===== src/include/pcr_pkg.sv =====
// constants and types shared by both ends of the reader command link
package pcr_pkg;
	// ----------------------------------------
	// command and response codes
	// ----------------------------------------
	localparam logic [7:0] PCR_CMD_LIST = 8'h4a;
	localparam logic [7:0] PCR_RSP_LIST = 8'h4b;
	localparam logic [7:0] PCR_CMD_EXCH = 8'h40;
	localparam logic [7:0] PCR_RSP_EXCH = 8'h41;
	localparam logic [7:0] PCR_CMD_SEL = 8'h54;
	localparam logic [7:0] PCR_CMD_DESEL = 8'h44;
	localparam logic [7:0] PCR_CMD_REL = 8'h52;
	localparam logic [7:0] PCR_MAX_TG = 8'h01;
	localparam logic [7:0] PCR_TARGET_ONE = 8'h01;
	localparam logic [7:0] PCR_BAUD_212 = 8'h01;
	localparam logic [7:0] PCR_BAUD_T1 = 8'h04;
	localparam logic [7:0] PCR_ST_OK = 8'h00;
	localparam logic [7:0] PCR_ST_ERR = 8'h01;
	localparam logic [7:0] PCR_NONE_FOUND = 8'h00;
	localparam logic [7:0] PCR_ONE_FOUND = 8'h01;
	localparam logic [7:0] PCR_RETRY_FOREVER = 8'hff;
	// polling payload: command, system code, request code, then slot number
	localparam logic [7:0] PCR_POLL_CMD = 8'h00;
	localparam logic [7:0] PCR_POLL_SYS = 8'hff;
	localparam logic [7:0] PCR_POLL_RC = 8'h00;
	localparam logic [2:0] PCR_TSN_POS = 3'h4;
	// ----------------------------------------
	// timing
	// ----------------------------------------
	localparam real PCR_CLK_HZ = 125.0e6;
	localparam real PCR_ACT_BASE_MS = 2.42;
	localparam real PCR_ACT_SLOT_MS = 1.21;
	localparam real PCR_EXCH_TO_MS = 51.2;
	localparam int unsigned PCR_ACT_BASE_CYC = int'($ceil(PCR_ACT_BASE_MS * 1.0e-3 * PCR_CLK_HZ));
	localparam int unsigned PCR_ACT_SLOT_CYC = int'($ceil(PCR_ACT_SLOT_MS * 1.0e-3 * PCR_CLK_HZ));
	localparam int unsigned PCR_EXCH_TO_CYC = int'($ceil(PCR_EXCH_TO_MS * 1.0e-3 * PCR_CLK_HZ));
	// ----------------------------------------
	// host controller registers
	// ----------------------------------------
	localparam logic [7:0] PCR_REG_CTRL = 8'h00;
	localparam logic [7:0] PCR_REG_TXDATA = 8'h04;
	localparam logic [7:0] PCR_REG_RXDATA = 8'h08;
	localparam logic [7:0] PCR_REG_STATUS = 8'h0c;
	localparam logic [7:0] PCR_REG_ISTAT = 8'h10;
	localparam logic [7:0] PCR_REG_IMASK = 8'h14;
	localparam int PCR_TX_LAST_BIT = 8;
	localparam int PCR_IRQ_DONE = 0;
	localparam int PCR_IRQ_RXB = 1;
	localparam logic [1:0] PCR_IMASK_RST = 2'h0;
	typedef enum logic [2:0] {
		PCR_OP_NONE, PCR_OP_LIST212, PCR_OP_LISTT1, PCR_OP_EXCH, PCR_OP_DESEL, PCR_OP_REL
	} pcr_op_t;
endpackage : pcr_pkg


===== src/include/pcr_link_if.sv =====
// byte-stream link between host controller and reader command interpreter
`timescale 1ns/1ps
interface pcr_link_if;
	logic cmd_valid;
	logic cmd_ready;
	logic [7:0] cmd_data;
	logic cmd_last;
	logic rsp_valid;
	logic rsp_ready;
	logic [7:0] rsp_data;
	logic rsp_last;
	modport dev (input cmd_valid, cmd_data, cmd_last, rsp_ready,
		output cmd_ready, rsp_valid, rsp_data, rsp_last);
	modport host (output cmd_valid, cmd_data, cmd_last, rsp_ready,
		input cmd_ready, rsp_valid, rsp_data, rsp_last);
endinterface : pcr_link_if


===== src/core/pcr_reader_dev.sv =====
// reader command interpreter: parses host frames, drives the card side
// ----------------------------------------
// What this block does
// - list code 4A answers 4B, count, target
// - 212 polling payload goes out as poll
// - exchange 40 answers 41, status, card bytes
// - exchange only to target number 01
// - host supplies full card command, length+2
// - retry detection, limit from retry input
// - poll timeout 2.42ms plus (slot+1)*1.21ms at 212, type 04 2.42ms only
// - retry while limit above 1, else none
// - exchange timeout 51.2ms, input can override
// - deselect and release answer status 00
// - type 04 lists tag, answer plus identifier
// - host sends tag command codes in exchange
// - one active target until deselected
// ----------------------------------------
//
// The address map and the APB register port were decided locally.
`timescale 1ns/1ps
module pcr_reader_dev import pcr_pkg::*; #(
	parameter int unsigned ACT_BASE_CYC = PCR_ACT_BASE_CYC,
	parameter int unsigned ACT_SLOT_CYC = PCR_ACT_SLOT_CYC,
	parameter int unsigned EXCH_TO_CYC = PCR_EXCH_TO_CYC
) (
	input wire logic pclk,
	input wire logic presetn,
	pcr_link_if.dev l,
	output logic card_tx_valid,
	input wire logic card_tx_ready,
	output logic [7:0] card_tx_data,
	output logic card_tx_last,
	input wire logic card_rx_valid,
	output logic card_rx_ready,
	input wire logic [7:0] card_rx_data,
	input wire logic card_rx_last,
	input wire logic [7:0] activation_retry_limit,
	input wire logic [31:0] exch_timeout,
	output logic target_active
);
	typedef enum logic [3:0] {
		S_IDLE, S_LMAX, S_LBAUD, S_LPAY, S_LSEND, S_LWAIT, S_XTGT, S_XGET, S_XPUT,
		S_XWAIT, S_DRAIN, S_EMIT, S_FGET, S_FPUT
	} pcr_dst_t;

	function automatic logic [7:0] rsp_of(input logic [7:0] code);
		rsp_of = 8'(code + 8'h01);
	endfunction : rsp_of

	function automatic logic [31:0] poll_lim(input logic t1, input logic [7:0] time_slot_number);
		poll_lim = t1 ? 32'(ACT_BASE_CYC) :
			32'(ACT_BASE_CYC + (32'(time_slot_number) + 32'h1) * ACT_SLOT_CYC);
	endfunction : poll_lim

	pcr_dst_t st_q, st_d;
	logic [7:0] hdr_q [3];
	logic [7:0] hdr_d [3];
	logic [7:0] pay_q [8];
	logic [7:0] pay_d [8];
	logic [1:0] n_q, n_d;
	logic [2:0] idx_q, idx_d;
	logic [3:0] pn_q, pn_d;
	logic [7:0] tsn_q, tsn_d, rty_q, rty_d, fwd_q, fwd_d;
	logic flast_q, flast_d, fw_q, fw_d, act_q, act_d, t1_q, t1_d;
	logic [31:0] tmr_q, tmr_d, lim_q, lim_d;
	logic cmd_ready_q, cmd_ready_d, rsp_valid_q, rsp_valid_d, rsp_last_q, rsp_last_d;
	logic [7:0] rsp_data_q, rsp_data_d, tx_data_q, tx_data_d;
	logic tx_valid_q, tx_valid_d, tx_last_q, tx_last_d, rx_ready_q, rx_ready_d;
	logic take, tx_go, rx_take, rsp_go;

	assign take = l.cmd_valid & cmd_ready_q;
	assign tx_go = tx_valid_q & card_tx_ready;
	assign rx_take = card_rx_valid & rx_ready_q;
	assign rsp_go = rsp_valid_q & l.rsp_ready;

	// ----------------------------------------
	// command sequencer
	// ----------------------------------------
	always_comb begin
		st_d = st_q;
		hdr_d = hdr_q;
		pay_d = pay_q;
		n_d = n_q;
		idx_d = (st_q == S_EMIT || st_q == S_LSEND) ? idx_q : 3'h0;
		pn_d = pn_q;
		tsn_d = tsn_q;
		rty_d = rty_q;
		fwd_d = fwd_q;
		flast_d = flast_q;
		fw_d = fw_q;
		act_d = act_q;
		t1_d = t1_q;
		tmr_d = tmr_q;
		lim_d = lim_q;
		case (st_q)
			S_IDLE: begin
				if (take) begin
					fw_d = 1'b0;
					n_d = 2'h2;
					hdr_d[0] = rsp_of(l.cmd_data);
					hdr_d[1] = PCR_ST_ERR;
					st_d = l.cmd_last ? S_EMIT : S_DRAIN;
					case (l.cmd_data)
						PCR_CMD_LIST: begin
							hdr_d[1] = PCR_NONE_FOUND;
							// a second card waits for deselect of the first
							if (!l.cmd_last && !act_q) st_d = S_LMAX;
						end
						PCR_CMD_EXCH: begin
							if (!l.cmd_last) st_d = S_XTGT;
						end
						PCR_CMD_DESEL, PCR_CMD_REL: begin
							// no card traffic, always no error
							hdr_d[1] = PCR_ST_OK;
							act_d = 1'b0;
						end
						PCR_CMD_SEL: hdr_d[1] = act_q ? PCR_ST_OK : PCR_ST_ERR;
						default: ;
					endcase
				end
			end
			S_LMAX: begin
				// only one target is ever listed, whatever the count asks
				if (take) st_d = l.cmd_last ? S_EMIT : S_LBAUD;
			end
			S_LBAUD: begin
				if (take) begin
					t1_d = (l.cmd_data == PCR_BAUD_T1);
					pay_d[0] = l.cmd_data;
					pn_d = 4'h1;
					rty_d = activation_retry_limit;
					tsn_d = 8'h00;
					if (l.cmd_data == PCR_BAUD_212 && !l.cmd_last) begin
						pn_d = 4'h0;
						st_d = S_LPAY;
					end else if (l.cmd_data == PCR_BAUD_T1 && l.cmd_last) begin
						st_d = S_LSEND;
					end else begin
						st_d = l.cmd_last ? S_EMIT : S_DRAIN;
					end
				end
			end
			S_LPAY: begin
				if (take) begin
					if (pn_q < 4'h8) begin
						pay_d[pn_q[2:0]] = l.cmd_data;
						pn_d = 4'(pn_q + 4'h1);
					end
					if (pn_q == {1'b0, PCR_TSN_POS}) tsn_d = l.cmd_data;
					if (l.cmd_last) st_d = S_LSEND;
				end
			end
			S_LSEND: begin
				if (tx_go) begin
					idx_d = 3'(idx_q + 3'h1);
					if ({1'b0, idx_q} == 4'(pn_q - 4'h1)) begin
						st_d = S_LWAIT;
						tmr_d = 32'h0;
						lim_d = poll_lim(t1_q, tsn_q);
					end
				end
			end
			S_LWAIT: begin
				if (card_rx_valid) begin
					act_d = 1'b1;
					hdr_d[0] = PCR_RSP_LIST;
					hdr_d[1] = PCR_ONE_FOUND;
					hdr_d[2] = PCR_TARGET_ONE;
					n_d = 2'h3;
					fw_d = 1'b1;
					st_d = S_EMIT;
				end else if (tmr_q >= 32'(lim_q - 32'h1)) begin
					if (rty_q == PCR_RETRY_FOREVER || rty_q > 8'h01) begin
						if (rty_q != PCR_RETRY_FOREVER) rty_d = 8'(rty_q - 8'h01);
						st_d = S_LSEND;
					end else begin
						st_d = S_EMIT; // zero found; header set at list start
					end
				end else begin
					tmr_d = 32'(tmr_q + 32'h1);
				end
			end
			S_XTGT: begin
				if (take) begin
					if (l.cmd_data == PCR_TARGET_ONE && act_q && !l.cmd_last) st_d = S_XGET;
					else st_d = l.cmd_last ? S_EMIT : S_DRAIN;
				end
			end
			S_XGET: begin
				// payload is passed raw: the host frames the card command
				if (take) begin
					fwd_d = l.cmd_data;
					flast_d = l.cmd_last;
					st_d = S_XPUT;
				end
			end
			S_XPUT: begin
				if (tx_go) begin
					st_d = flast_q ? S_XWAIT : S_XGET;
					tmr_d = 32'h0;
					lim_d = (exch_timeout == 32'h0) ? 32'(EXCH_TO_CYC) : exch_timeout;
				end
			end
			S_XWAIT: begin
				if (card_rx_valid) begin
					hdr_d[1] = PCR_ST_OK;
					fw_d = 1'b1;
					st_d = S_EMIT;
				end else if (tmr_q >= 32'(lim_q - 32'h1)) begin
					st_d = S_EMIT;
				end else begin
					tmr_d = 32'(tmr_q + 32'h1);
				end
			end
			S_DRAIN: begin
				if (take && l.cmd_last) st_d = S_EMIT;
			end
			S_EMIT: begin
				if (rsp_go) begin
					idx_d = 3'(idx_q + 3'h1);
					if (idx_q[1:0] == 2'(n_q - 2'h1)) st_d = fw_q ? S_FGET : S_IDLE;
				end
			end
			S_FGET: begin
				if (rx_take) begin
					fwd_d = card_rx_data;
					flast_d = card_rx_last;
					st_d = S_FPUT;
				end
			end
			S_FPUT: begin
				if (rsp_go) st_d = flast_q ? S_IDLE : S_FGET;
			end
			default: st_d = S_IDLE;
		endcase
	end

	// ----------------------------------------
	// registered port drive
	// ----------------------------------------
	always_comb begin
		// command intake only while idle or parsing; no overlap of commands
		cmd_ready_d = st_d inside {S_IDLE, S_LMAX, S_LBAUD, S_LPAY, S_XTGT, S_XGET, S_DRAIN};
		tx_valid_d = st_d inside {S_LSEND, S_XPUT};
		tx_data_d = (st_d == S_LSEND) ? pay_d[idx_d] : fwd_d;
		tx_last_d = (st_d == S_LSEND) ? ({1'b0, idx_d} == 4'(pn_d - 4'h1)) : flast_d;
		rx_ready_d = (st_d == S_FGET);
		rsp_valid_d = st_d inside {S_EMIT, S_FPUT};
		rsp_data_d = (st_d == S_EMIT) ? hdr_d[idx_d[1:0]] : fwd_d;
		rsp_last_d = (st_d == S_EMIT) ? (idx_d[1:0] == 2'(n_d - 2'h1) && !fw_d) : flast_d;
	end

	always_ff @(posedge pclk or negedge presetn) begin
		if (!presetn) begin
			st_q <= S_IDLE;
			hdr_q <= '{default: 8'h00};
			pay_q <= '{default: 8'h00};
			n_q <= 2'h0;
			idx_q <= 3'h0;
			pn_q <= 4'h0;
			tsn_q <= 8'h00;
			rty_q <= 8'h00;
			fwd_q <= 8'h00;
			flast_q <= 1'b0;
			fw_q <= 1'b0;
			act_q <= 1'b0;
			t1_q <= 1'b0;
			tmr_q <= 32'h0;
			lim_q <= 32'h0;
			cmd_ready_q <= 1'b0;
			tx_valid_q <= 1'b0;
			tx_data_q <= 8'h00;
			tx_last_q <= 1'b0;
			rx_ready_q <= 1'b0;
			rsp_valid_q <= 1'b0;
			rsp_data_q <= 8'h00;
			rsp_last_q <= 1'b0;
		end else begin
			st_q <= st_d;
			hdr_q <= hdr_d;
			pay_q <= pay_d;
			n_q <= n_d;
			idx_q <= idx_d;
			pn_q <= pn_d;
			tsn_q <= tsn_d;
			rty_q <= rty_d;
			fwd_q <= fwd_d;
			flast_q <= flast_d;
			fw_q <= fw_d;
			act_q <= act_d;
			t1_q <= t1_d;
			tmr_q <= tmr_d;
			lim_q <= lim_d;
			cmd_ready_q <= cmd_ready_d;
			tx_valid_q <= tx_valid_d;
			tx_data_q <= tx_data_d;
			tx_last_q <= tx_last_d;
			rx_ready_q <= rx_ready_d;
			rsp_valid_q <= rsp_valid_d;
			rsp_data_q <= rsp_data_d;
			rsp_last_q <= rsp_last_d;
		end
	end

	assign l.cmd_ready = cmd_ready_q;
	assign l.rsp_valid = rsp_valid_q;
	assign l.rsp_data = rsp_data_q;
	assign l.rsp_last = rsp_last_q;
	assign card_tx_valid = tx_valid_q;
	assign card_tx_data = tx_data_q;
	assign card_tx_last = tx_last_q;
	assign card_rx_ready = rx_ready_q;
	assign target_active = act_q;
endmodule : pcr_reader_dev


===== src/flat_wrapper.sv =====
// flat-port wrapper written by rule: the top's interface ports become plain ports
module pcr_reader_dev_flat import pcr_pkg::*;
#(
	parameter int unsigned ACT_BASE_CYC = PCR_ACT_BASE_CYC,
	parameter int unsigned ACT_SLOT_CYC = PCR_ACT_SLOT_CYC,
	parameter int unsigned EXCH_TO_CYC = PCR_EXCH_TO_CYC
)
  (pclk, presetn, card_tx_valid, card_tx_ready, card_tx_data, card_tx_last, card_rx_valid, card_rx_ready, card_rx_data, card_rx_last, activation_retry_limit, exch_timeout, target_active, l_cmd_valid, l_cmd_data, l_cmd_last, l_rsp_ready, l_cmd_ready, l_rsp_valid, l_rsp_data, l_rsp_last);
  pcr_link_if l_i ();
  input wire logic pclk;
  input wire logic presetn;
  output logic card_tx_valid;
  input wire logic card_tx_ready;
  output logic [7:0] card_tx_data;
  output logic card_tx_last;
  input wire logic card_rx_valid;
  output logic card_rx_ready;
  input wire logic [7:0] card_rx_data;
  input wire logic card_rx_last;
  input wire logic [7:0] activation_retry_limit;
  input wire logic [31:0] exch_timeout;
  output logic target_active;
  input wire logic [$bits(l_i.cmd_valid)-1:0] l_cmd_valid;
  input wire logic [$bits(l_i.cmd_data)-1:0] l_cmd_data;
  input wire logic [$bits(l_i.cmd_last)-1:0] l_cmd_last;
  input wire logic [$bits(l_i.rsp_ready)-1:0] l_rsp_ready;
  output wire logic [$bits(l_i.cmd_ready)-1:0] l_cmd_ready;
  output wire logic [$bits(l_i.rsp_valid)-1:0] l_rsp_valid;
  output wire logic [$bits(l_i.rsp_data)-1:0] l_rsp_data;
  output wire logic [$bits(l_i.rsp_last)-1:0] l_rsp_last;
  assign l_i.cmd_valid = l_cmd_valid;
  assign l_i.cmd_data = l_cmd_data;
  assign l_i.cmd_last = l_cmd_last;
  assign l_i.rsp_ready = l_rsp_ready;
  assign l_cmd_ready = l_i.cmd_ready;
  assign l_rsp_valid = l_i.rsp_valid;
  assign l_rsp_data = l_i.rsp_data;
  assign l_rsp_last = l_i.rsp_last;
  pcr_reader_dev #(.ACT_BASE_CYC(ACT_BASE_CYC), .ACT_SLOT_CYC(ACT_SLOT_CYC), .EXCH_TO_CYC(EXCH_TO_CYC)) u_core (.pclk(pclk), .presetn(presetn), .l(l_i), .card_tx_valid(card_tx_valid), .card_tx_ready(card_tx_ready), .card_tx_data(card_tx_data), .card_tx_last(card_tx_last), .card_rx_valid(card_rx_valid), .card_rx_ready(card_rx_ready), .card_rx_data(card_rx_data), .card_rx_last(card_rx_last), .activation_retry_limit(activation_retry_limit), .exch_timeout(exch_timeout), .target_active(target_active));
endmodule

===== config.mk =====
export PLATFORM = sky130hd
export DESIGN_NAME = pcr_reader_dev_flat
export DESIGN_NICKNAME = d
export VERILOG_FILES = /design/src/include/pcr_pkg.sv /design/src/include/pcr_link_if.sv /design/src/core/pcr_reader_dev.sv /design/src/flat_wrapper.sv
export SDC_FILE = /design/constraint.sdc
export NUM_CORES = 1
export LEC_CHECK = 0
export BUFFER_PORTS_ARGS = -buffer_cell sky130_fd_sc_hd__buf_2
export CAP_MARGIN = 0
export CORE_AREA = 2 2 213 215
export CTS_CLUSTER_DIAMETER = 120
export DETAILED_ROUTE_END_ITERATION = 6
export DIE_AREA = 0 0 215 217
export PLACE_DENSITY = 0.6
export SLEW_MARGIN = 40
export SYNTH_ARGS = -nofsm -noshare
export SYNTH_HDL_FRONTEND = slang
export SYNTH_SLANG_ARGS = --single-unit
export TNS_END_PERCENT = 1

===== constraint.sdc =====
create_clock -name pclk -period 6.7 [get_ports pclk]
set_input_delay 1.005 -clock pclk [delete_from_list [all_inputs] [get_ports pclk]]
set_output_delay 1.005 -clock pclk [all_outputs]
set_load 0.03 [all_outputs]

==> results of run 1 <==
registers in the layout, indices dropped and copies added, names as in the netlist, 2 cells and up:
register	flops
u_core.pay_q	64
u_core.lim_q	32
u_core.tmr_q	32
u_core.hdr_q	24
u_core.card_tx_data	8
u_core.fwd_q	8
u_core.l.rsp_data	8
u_core.rty_q	8
u_core.tsn_q	8
u_core.pn_q	4
u_core.st_q	4
u_core.idx_q	3
u_core.n_q	2
through the flow:
stage          setup slack, ns  instances  hold slack (ns)  instance area (um^2)  utilization
2_1_floorplan            0.692       1680            0.431                 15300            -
3_3_place_gp             0.414       2319            0.446                 16500        0.368
3_5_place_dp             0.297       2320            0.451                 16500        0.369
4_1_cts                  0.264       2360            0.414                 17300        0.386
5_1_grt               0.000373       2360            0.430                 17300        0.387
6_report                 0.319       2360            0.395                 17300        0.387
layout by cell type (no fill, tap or decap), types with 23 or more instances in the layout:
cell / count
ha_1: 108
fa_1: 31
xnor2_1: 58
buf_2: 85
mux2i_1: 55
inv_1: 121
o21ai_0: 119
buf_4: 26
nand3_1: 36
nor2_1: 116
clkbuf_16: 23
mux2_2: 61
a21oi_1: 82
nor4_1: 25
nor3_1: 30
and2_1: 28
and3_1: 23
nand2b_1: 26
xor2_1: 32
nand2_1: 130
dfrtp_1: 215
or3_1: 31
metal layers:
layer	global-route usage	wire length [um]
met1	0.250	19600
met2	0.303	20000
met3	0.0266	2170
met4	0.0395	843
met5	0	11
cells by family (layout without fill, tap and decap cells):
kind of cell             after synthesis  after routing  synth area share
AO/OA/AOI/OAI                        389            389             0.161
XOR/XNOR                              90             90            0.0514
adder cells (fa/ha/maj)              139            139             0.129
buffers and inverters                195            275            0.0477
flip-flops                           215            215             0.351
multiplexers                         117            117            0.0813
other                                  2              2          0.000490
AND/OR/NAND/NOR                      533            533             0.178
worst max-delay path by stage:
stage	startpoint	end	slack [ns]	depth (start not counted)
after floorplan	u_core.tsn_q[0]$_DFFE_PN0P_	u_core.lim_q[27]$_DFFE_PN0P_	0.69	22
after global placement	u_core.tsn_q[0]$_DFFE_PN0P_	u_core.lim_q[22]$_DFFE_PN0P_	0.41	21
after detailed placement	u_core.tsn_q[0]$_DFFE_PN0P_	u_core.lim_q[27]$_DFFE_PN0P_	0.30	21
after CTS	u_core.tsn_q[0]$_DFFE_PN0P_	u_core.lim_q[27]$_DFFE_PN0P_	0.26	21
after global routing	u_core.lim_q[5]$_DFFE_PN0P_	u_core.l.rsp_data[5]$_DFF_PN0_	0.0004	19
final	u_core.tsn_q[0]$_DFFE_PN0P_	u_core.lim_q[27]$_DFFE_PN0P_	0.32	21
critical path, cell delays in order (launching register included):
cell	delay, ns
dfrtp_1	0.47
inv_1	0.20
ha_1	0.44
inv_1	0.15
ha_1	0.43
xor2_1	0.20
fa_1	0.51
inv_1	0.05
fa_1	0.48
inv_1	0.05
fa_1	0.53
inv_1	0.05
ha_1	0.43
a21oi_1	0.28
o21ai_1	0.15
o21ai_0	0.46
a21oi_1	0.14
a211oi_1	0.32
xnor2_1	0.28
nand3_1	0.17
or3_1	0.34
a31oi_1	0.16
area by class of cell:
type | instances | share of cell area
Sequential cell | 215 | 0.311
Multi-Input combinational cell | 1270 | 0.537
Inverter | 122 | 0.0265
Timing Repair Buffer | 113 | 0.0384
Clock buffer | 31 | 0.0385
Tap cell | 600 | 0.0434
Clock inverter | 9 | 0.00507
==> results.md, run 1 <==
* Min Tclk post-route at 6.38 ns
* Fillers at approximately 4600
* Sequential area share after synthesis at 0.351
* Largest net degree at the start of global routing at 69
* Mapped Area at 15300 um^2
* CTS root buf: clkbuf_16
* Average wire per standard cell at 18.1 um
* Area taken by multi-input logic gates at 9290 um^2
* CORE AREA at roughly 45000 um^2
* Slew @ Worst Pin at 0.878 ns
* Post-synth top area cell: dfrtp_1
* Total grt overflow at 0
* Syn_nets at 1883
* Remaining DRCs at 1
* Sequential cell area at 5380 um^2
* I/O Pins at 87
* First-pass GRT wire length at 69200 um
* Worst Clk Skew at about 0.025 ns
* Max Clock Freq at 157 MHz
* Post-synth EDFFs at 0
* Most frequent cell after synthesis: dfrtp_1
* Final Setup Violations at 0
* ANT nets after route at 0
* Initial detailed-routing violation count at 1012
* Worst R2R End: u_core.lim_q[27]$_DFFE_PN0P_
* Setup TNS at 0 ns
* Worst EP arrival at a little under 7 ns
* R2R cell count at 21
* Routed WL at about 43000 um
* P&R area growth vs syn at 12.8%
* Slew Limit Headroom at 0.415
* Period utilization at 0.952
* Crit path kind: reg2reg
* Final slew viol count at 0
* CP required at 7.15 ns
* Synth Area per Inst at 9.13 um^2
* Layout cells sized above 1 at 0.140
* Clk sinks at 215
* Post-synthesis cell count at 1680
* Initial Util at 0.343
* CTS tree: built
* TritonCTS Buffers at 23
* Fin. Hold Viols at 0
* Clk slew on worst S/H paths at 0.06 ns
* Origin of the critical flop-to-flop path: u_core.tsn_q[0]$_DFFE_PN0P_
* Fin nets at between 1500 and 2000
* First-pass iteration count of the detailed router at 7
* RSZ-0062 raised after global routing: no
* Startpoint types: flip-flop
* Post-synth top area share at 0.351
* Violated checks: design-rule violations
* Cts-stage hold buffer count at 0
* Primary FF master, synth: dfrtp_1
* CTS resizes at 0
* Initial antenna violation count at 2
* GR Util All Layers at 0.181
* Setup Buffers After CTS at 0
* Reg2Reg Setup Slack at around 0.32 ns
* Number of port buffers at 86
* CP endpoint kind: flip-flop
* Synth area leaders: dfrtp_1 35%, ha_1 8.8%, mux2_2 4.5%, fa_1 4.0%, o21ai_0 3.9%
* Post-DP HPWL at 31800 um
* Via count at ~13000
* Hold/Removal Path Class: in2async
* Max-cap viol count at 0
* CTS H-tree lvls at 1
* Vias in the first global route at 12900
* Total die area at 46700 um^2
* CP max FO at 10
* Final GP Congestion at ~0.9
* Vias per inst at 5.46
* FFs w/ async S/R, synth at 1.00
* Synthesized flop and latch total at between 200 and 250
* Most instantiated cells after synthesis: 215 x dfrtp_1, 131 x nand2_1, 121 x inv_1, 121 x o21ai_0, 117 x nor2_1
* Row cnt at 78
* Bufs on Longest Clock Path at 3
* Die Span X at 215 um
* Die height at 217 um
* Cell variety after synth at 73
* Syn. warnings at 0
* Worst skew pair latency at 0.55 ns
* Inserted Diodes at 0
* Status: finished with violations
Power of run 1 is left out: the tool's default activity adds up to more than one toggle a clock period on the data nets, which glitch-free logic cannot reach.
==> run 2: changes to the inputs <==
--- a/config.mk
+++ b/config.mk
@@ -11,7 +11,7 @@
 export CTS_CLUSTER_DIAMETER = 120
 export DETAILED_ROUTE_END_ITERATION = 6
 export DIE_AREA = 0 0 215 217
-export PLACE_DENSITY = 0.6
+export PLACE_DENSITY = 0.5
 export SLEW_MARGIN = 40
 export SYNTH_ARGS = -nofsm -noshare
 export SYNTH_HDL_FRONTEND = slang
==> results.md, run 2 (synthesis results as in run 1) <==
* Status: finished, final reports clean (was finished with violations)
* CTS root buf: clkbuf_16 (unchanged)
* Die height at 217 um (unchanged)
* Period utilization at 0.944 (was 0.952)
* Number of port buffers at 86 (unchanged)
* Initial detailed-routing violation count at 909 (was 1012)
* Average wire per standard cell at 18.5 um (was 18.1 um)
* Via count at 12700 (was 12900)
* CP max FO at 10 (unchanged)
* Final core utilization at 0.388 (was 0.387)
* ANT nets after route at 0 (unchanged)
* Remaining DRCs at 0 (was 1)
* I/O Pins at 87 (unchanged)
* Origin of the critical flop-to-flop path: u_core.lim_q[5]$_DFFE_PN0P_ (was u_core.tsn_q[0]$_DFFE_PN0P_)
* Vias per inst at 5.37 (was 5.46)
* Layout cells sized above 1 at 0.138 (was 0.140)
* Startpoint types: flip-flop (unchanged)
* Largest register by flop count: u_core.pay_q (unchanged)
* First-pass GRT wire length at 69900 um (was 69200 um)
* Clk slew on worst S/H paths at 0.06 ns (about the same)
* Hold/Removal Path Class: in2async (unchanged)
* First-pass iteration count of the detailed router at 6 (was 7)
* Final GP Congestion at 0.890 (was 0.901)
* CTS tree: built (unchanged)
* GR Util All Layers at 0.186 (was 0.181)
* P&R area growth vs syn at 13.1% (was 12.8%)
* Commonest non-fill, non-tap cell in the layout: dfrtp_1 (unchanged)
* Largest net degree at the start of global routing at 93 (was 69)
* Max FFs per register at 64 (unchanged)
* Worst skew pair latency at 0.54 ns (was 0.55 ns)
* Routed WL at 43800 um (was 42600 um)
* Top Registers: u_core.pay_q (64), u_core.lim_q (32), u_core.tmr_q (32) (unchanged)
* Setup Buffers After CTS at 0 (unchanged)
* Final slew viol count at 0 (unchanged)
* Final Setup Violations at 0 (unchanged)
* Slew Limit Headroom at 0.428 (was 0.415)
* Crit path kind: reg2reg (unchanged)
* Clk sinks at 215 (unchanged)
* Max Clock Freq at 158 MHz (was 157 MHz)
* Vias in the first global route at 12700 (was 12900)
* Row cnt at 78 (unchanged)
* R2R cell count at 19 (was 21)
* Final Non-Filler Cells at 2367 (was 2360)
* CORE AREA at 44700 um^2 (unchanged)
* Initial antenna violation count at 0 (was 2)
* Fin nets at 1952 (was 1948)
* CP endpoint kind: flip-flop (unchanged)
* Fin area at 17300 um^2 (about the same)
* Worst R2R End: u_core.l.rsp_data[6]$_DFF_PN0_ (was u_core.lim_q[27]$_DFFE_PN0P_)
* Slew @ Worst Pin at 0.852 ns (was 0.878 ns)
* Worst EP arrival at 6.79 ns (was 6.83 ns)
* Initial Util at 0.343 (unchanged)
* Total grt overflow at 0 (unchanged)
* Die Span X at 215 um (unchanged)
* Bufs on Longest Clock Path at 3 (unchanged)
* Max-cap viol count at 0 (unchanged)
* Min Tclk post-route at 6.33 ns (was 6.38 ns)
* Placed cells at 2322 (was 2320)
* Post-DP HPWL at 32400 um (was 31800 um)
* RSZ-0062 raised after global routing: no (unchanged)
* Fillers at 4603 (was 4555)
* CTS H-tree lvls at 1 (unchanged)
* Total die area at 46700 um^2 (unchanged)
* Most frequent cells in the layout: 215 x dfrtp_1, 130 x nand2_1, 121 x inv_1, 118 x o21ai_0, 115 x nor2_1 (was 215 x dfrtp_1, 130 x nand2_1, 121 x inv_1, 119 x o21ai_0, 116 x nor2_1)
* Worst Clk Skew at 0.0100 ns (was 0.0252 ns)
* CP required at 7.16 ns (was 7.15 ns)
* Setup TNS at 0 ns (unchanged)
* Cts-stage hold buffer count at 0 (unchanged)
* TritonCTS Buffers at 25 (was 23)
* Reg2Reg Setup Slack at 0.37 ns (was 0.32 ns)
* Fin. Hold Viols at 0 (unchanged)
* CTS resizes at 0 (unchanged)
* Placed inst area at 16500 um^2 (about the same)
==> run 2: cell count changes in the layout (fill, tap and decap cells not counted), sizes merged <==
cell / before / now
buf: 113 / 114
inv: 122 / 123
clkinvlp: 1 / 0
clkdlybuf4s18: 0 / 1
diode: 0 / 1
clkbuf: 31 / 36
clkinv: 7 / 6
==> run 2: how the worst max path moves through the flow <==
stage                                     start                        endpoint  slack, ns  depth (start not counted)
global route        u_core.lim_q[5]$_DFFE_PN0P_  u_core.l.rsp_data[7]$_DFF_PN0_       0.01                         19
global placement    u_core.lim_q[5]$_DFFE_PN0P_  u_core.l.rsp_data[0]$_DFF_PN0_       0.51                         19
finish              u_core.lim_q[5]$_DFFE_PN0P_  u_core.l.rsp_data[6]$_DFF_PN0_       0.37                         19
detailed placement  u_core.tsn_q[0]$_DFFE_PN0P_    u_core.lim_q[27]$_DFFE_PN0P_       0.40                         20
CTS                 u_core.tsn_q[0]$_DFFE_PN0P_    u_core.lim_q[27]$_DFFE_PN0P_       0.35                         19
floorplan           u_core.tsn_q[0]$_DFFE_PN0P_    u_core.lim_q[27]$_DFFE_PN0P_       0.69                         22
==> run 2: per-layer routing <==
metal	track usage	wire length, um
met1	0.252	20500
met2	0.317	20800
met5	0	0
met3	0.0240	1640
met4	0.0402	884
==> run 2: layout make-up <==
| class | instances | area [um^2] | area share |
|---|---|---|---|
| clock buffers | 36 | 697 | 0.0402 |
| well taps | 600 | 751 | 0.0433 |
| multi-input cells | 1270 | 9270 | 0.535 |
| clock inverters | 8 | 83.8 | 0.00484 |
| repair buffers | 115 | 693 | 0.0400 |
| flip-flops and latches | 215 | 5380 | 0.310 |
| inverters | 122 | 458 | 0.0264 |
| diodes | 1 | 2.50 | 0.000144 |
==> run 2: through the flow <==
stage	hold WS, ns	setup slack (ns)
final	0.327	0.372
after global routing	0.336	0.0120
after CTS	0.330	0.347
after detailed placement	0.459	0.396
after global placement	0.450	0.508
after floorplan	0.431	0.692
==> run 2: worst max-delay path: stages, from the launching register on <==
cell and delay, ns:
dfrtp_1 0.41, or4_4 0.55, or3_4 0.35, or4_4 0.43, or3_4 0.37, or3_4 0.39, nand2b_4 0.17, or4_4 0.53
xor2_1 0.16, ha_1 0.29, nand4_1 0.13, or2_2 0.36, nor4_1 0.38, nand2_1 0.15, a21oi_1 0.30, o311ai_0 0.15
and4_1 0.29, nor4bb_2 0.30, buf_4 0.28, mux2i_1 0.23
Power of run 2 is left out for the same reason.
==> run 3: changes to the inputs <==
--- a/config.mk
+++ b/config.mk
@@ -5,12 +5,13 @@
 export SDC_FILE = /design/constraint.sdc
 export NUM_CORES = 1
 export LEC_CHECK = 0
+export ABC_AREA = 1
 export BUFFER_PORTS_ARGS = -buffer_cell sky130_fd_sc_hd__buf_2
 export CAP_MARGIN = 0
-export CORE_AREA = 2 2 213 215
+export CORE_AREA = 2 2 221 223
 export CTS_CLUSTER_DIAMETER = 120
 export DETAILED_ROUTE_END_ITERATION = 6
-export DIE_AREA = 0 0 215 217
+export DIE_AREA = 0 0 223 225
 export PLACE_DENSITY = 0.5
 export SLEW_MARGIN = 40
 export SYNTH_ARGS = -nofsm -noshare
==> results.md, run 3 <==
* Crit path top cell by count: nand2_1
* Syn_nets at 2565 (was 1883)
* Post-DP HPWL at 38900 um (was 32400 um)
* CTS H-tree lvls at 1 (unchanged)
* ANT nets after route at 0 (unchanged)
* Fin. Hold Viols at 0 (unchanged)
* R2R cell count at 34 (was 19)
* Die height at 225 um (was 217 um)
* Worst Clk Skew at 0.0270 ns (was 0.0100 ns)
* Final Setup Violations at 0 (unchanged)
* Synth Area per Inst at 7.02 um^2 (was 9.13 um^2)
* Bufs on Longest Clock Path at 3 (unchanged)
* GR Util All Layers at 0.201 (was 0.186)
* Reg2Reg Setup Slack at 0.61 ns (was 0.37 ns)
* Syn. warnings at 0 (unchanged)
* Clk sinks at 215 (unchanged)
* CTS tree: built (unchanged)
* Total grt overflow at 0 (unchanged)
* Most instantiated cells after synthesis: 546 x nand2_1, 411 x inv_1, 220 x nor2_1 (was 215 x dfrtp_1, 131 x nand2_1, 121 x inv_1, 121 x o21ai_0, 117 x nor2_1)
* Initial antenna violation count at 1 (was 0)
* Pwr/cell area at between 300 and 400 nW/um^2
* Post-synth top area share at 0.324 (was 0.351)
* Worst skew pair latency at 0.57 ns (was 0.54 ns)
* Max FFs per register at 64 (unchanged)
* Fin nets at 2631 (was 1952)
* Synthesized flop and latch total at 215 (unchanged)
* Final slew viol count at 0 (unchanged)
* Final Non-Filler Cells at 3061 (was 2367)
* Primary FF master, synth: dfrtp_1 (unchanged)
* CORE AREA at 47500 um^2 (was 44700 um^2)
* Slew Limit Headroom at 0.498 (was 0.428)
* Via count at 15300 (was 12700)
* CTS resizes at 0 (unchanged)
* Vias per inst at 5.01 (was 5.37)
* Sequential area share after synthesis at 0.324 (was 0.351)
* Setup Buffers After CTS at 0 (unchanged)
* Vias in the first global route at 14900 (was 12700)
* VDD IR max at between 150 and 200 uV
* Average wire per standard cell at 16.5 um (was 18.5 um)
* Number of port buffers at 86 (unchanged)
* Worst R2R End: u_core.lim_q[26]$_DFFE_PN0P_ (was u_core.l.rsp_data[6]$_DFF_PN0_)
* Routed WL at 50400 um (was 43800 um)
* Die Span X at 223 um (was 215 um)
* Commonest non-fill, non-tap cell in the layout: nand2_1 (was dfrtp_1)
* Status: finished, final reports clean (unchanged)
* Max-cap viol count at 0 (unchanged)
* Hold/Removal Path Class: in2async (unchanged)
* Clk slew on worst S/H paths at 0.06 ns (about the same)
* Crit path kind: reg2reg (unchanged)
* Largest register by flop count: u_core.pay_q (unchanged)
* Worst EP arrival at 6.56 ns (was 6.79 ns)
* Setup TNS at 0 ns (unchanged)
* Post-synth EDFFs at 0 (unchanged)
* Cts-stage hold buffer count at 0 (unchanged)
* Row cnt at 80 (was 78)
* Period utilization at 0.909 (was 0.944)
* Post-synthesis cell count at 2362 (was 1680)
* Initial Util at 0.349 (was 0.343)
* CTS root buf: clkbuf_16 (unchanged)
* CP max FO at 9 (was 10)
* TritonCTS Buffers at 26 (was 25)
* Most frequent cell after synthesis: nand2_1 (was dfrtp_1)
* Synth area leaders: dfrtp_1 32%, nand2_1 12%, inv_1 9.3%, ha_1 8.1%, o21ai_0 5.2% (was dfrtp_1 35%, ha_1 8.8%, mux2_2 4.5%, fa_1 4.0%, o21ai_0 3.9%)
* Mapped Area at 16600 um^2 (was 15300 um^2)
* CP endpoint kind: flip-flop (unchanged)
* Remaining DRCs at 0 (unchanged)
* CP delay by family, top: simple AND/OR/NAND/NOR gates (unchanged)
* Largest net degree at the start of global routing at 144 (was 93)
* CP required at 7.17 ns (was 7.16 ns)
* Top Registers: u_core.pay_q (64), u_core.lim_q (32), u_core.tmr_q (32) (unchanged)
* Most frequent cells in the layout: 546 x nand2_1, 411 x inv_1, 218 x nor2_1, 214 x dfrtp_1, 174 x o21ai_0 (was 215 x dfrtp_1, 130 x nand2_1, 121 x inv_1, 118 x o21ai_0, 115 x nor2_1)
* Worst path bufs/invs at 7 (was 1)
* First-pass iteration count of the detailed router at 5 (was 6)
* Initial detailed-routing violation count at 1040 (was 909)
* Layout cells sized above 1 at 0.0753 (was 0.138)
* Startpoint types: flip-flop (unchanged)
* Cell variety after synth at 56 (was 73)
* I/O Pins at 87 (unchanged)
* Min Tclk post-route at 6.09 ns (was 6.33 ns)
* P&R area growth vs syn at 12.1% (was 13.1%)
* Final GP Congestion at 0.894 (was 0.890)
* Post-synth top area cell: dfrtp_1 (unchanged)
* CP max stage cell: fa_1 (was or4_4)
* P_leak at 0.00942 uW
* Placed cells at 3013 (was 2322)
* FFs w/ async S/R, synth at 1.00 (unchanged)
* Largest stage delay, worst path at 0.55 ns (about the same)
* Max Clock Freq at 164 MHz (was 158 MHz)
* RSZ-0062 raised after global routing: no (unchanged)
* Origin of the critical flop-to-flop path: u_core.tsn_q[0]$_DFFE_PN0P_ (was u_core.lim_q[5]$_DFFE_PN0P_)
* Total die area at 50200 um^2 (was 46700 um^2)
* First-pass GRT wire length at 81200 um (was 69900 um)
* Slew @ Worst Pin at 0.744 ns (was 0.852 ns)
==> run 3: worst max-delay path by stage <==
stage          slack, ns                            to  depth (start not counted)                         from
2_1_floorplan       1.22  u_core.lim_q[22]$_DFFE_PN0P_                         33  u_core.tsn_q[0]$_DFFE_PN0P_
3_3_place_gp        0.70  u_core.lim_q[19]$_DFFE_PN0P_                         27  u_core.tsn_q[0]$_DFFE_PN0P_
3_5_place_dp        0.48  u_core.lim_q[19]$_DFFE_PN0P_                         28  u_core.tsn_q[0]$_DFFE_PN0P_
4_1_cts             0.47  u_core.lim_q[19]$_DFFE_PN0P_                         28  u_core.tsn_q[0]$_DFFE_PN0P_
5_1_grt             0.02  u_core.lim_q[22]$_DFFE_PN0P_                         35  u_core.tsn_q[0]$_DFFE_PN0P_
6_report            0.61  u_core.lim_q[26]$_DFFE_PN0P_                         34  u_core.tsn_q[0]$_DFFE_PN0P_
==> run 3: power breakdown <==
part / internal [uW] / switching (uW)
combinational: 793 / 1720
sequential: 1630 / 283
clock: 922 / 586
==> run 3: cell families (layout without fill, tap and decap cells) <==
kind of cell | count (synthesis) | after routing | synth area share
buf+inv | 482 | 565 | 0.111
xor+xnor | 74 | 74 | 0.0391
simple gates | 1046 | 1046 | 0.269
fa+ha+maj | 139 | 139 | 0.119
flops | 215 | 215 | 0.324
compound gates | 401 | 401 | 0.136
mux | 3 | 3 | 0.00189
other cells | 2 | 3 | 0.000453
==> run 3: layout make-up <==
class	count	area, um^2
Antenna cell	1	2.50
Clock buffer	36	738
Sequential cell	215	5380
Inverter	420	1580
Timing Repair Buffer	100	578
Tap cell	615	769
Clock inverter	9	170
Multi-Input combinational cell	1665	9380
Fill cell	5008	28900
==> run 3: routing by layer <==
metal | track usage | wire length (um) | vias up
met4 | 0.0502 | 1220 | 0
met2 | 0.335 | 23500 | 322
li1 | - | - | 7773
met1 | 0.275 | 23400 | 7189
met3 | 0.0269 | 2340 | 63
met5 | 0 | 0 | -
==> run 3: worst register-to-register path: cells and delay by family, from the launching register on <==
| kind | cells | cell delay (ns) |
|---|---|---|
| AND/OR/NAND/NOR | 19 | 2.52 |
| adder cells (fa/ha/maj) | 6 | 2.22 |
| flip-flops | 1 | 0.49 |
| buffers and inverters | 7 | 0.47 |
| XOR/XNOR | 1 | 0.17 |
| AO/OA/AOI/OAI | 1 | 0.15 |
==> run 3: stage by stage <==
stage,hold slack (ns),instance area (um^2),power [uW],worst slack (ns),util
floorplan,0.426,16600,3710,1.22,-
global placement,0.438,17600,4400,0.699,0.371
detailed placement,0.442,17600,4440,0.479,0.371
CTS,0.422,18500,5970,0.465,0.390
global route,0.431,18600,6430,0.0189,0.391
finish,0.387,18600,5930,0.610,0.391
Power figures use the tool's default switching activity.
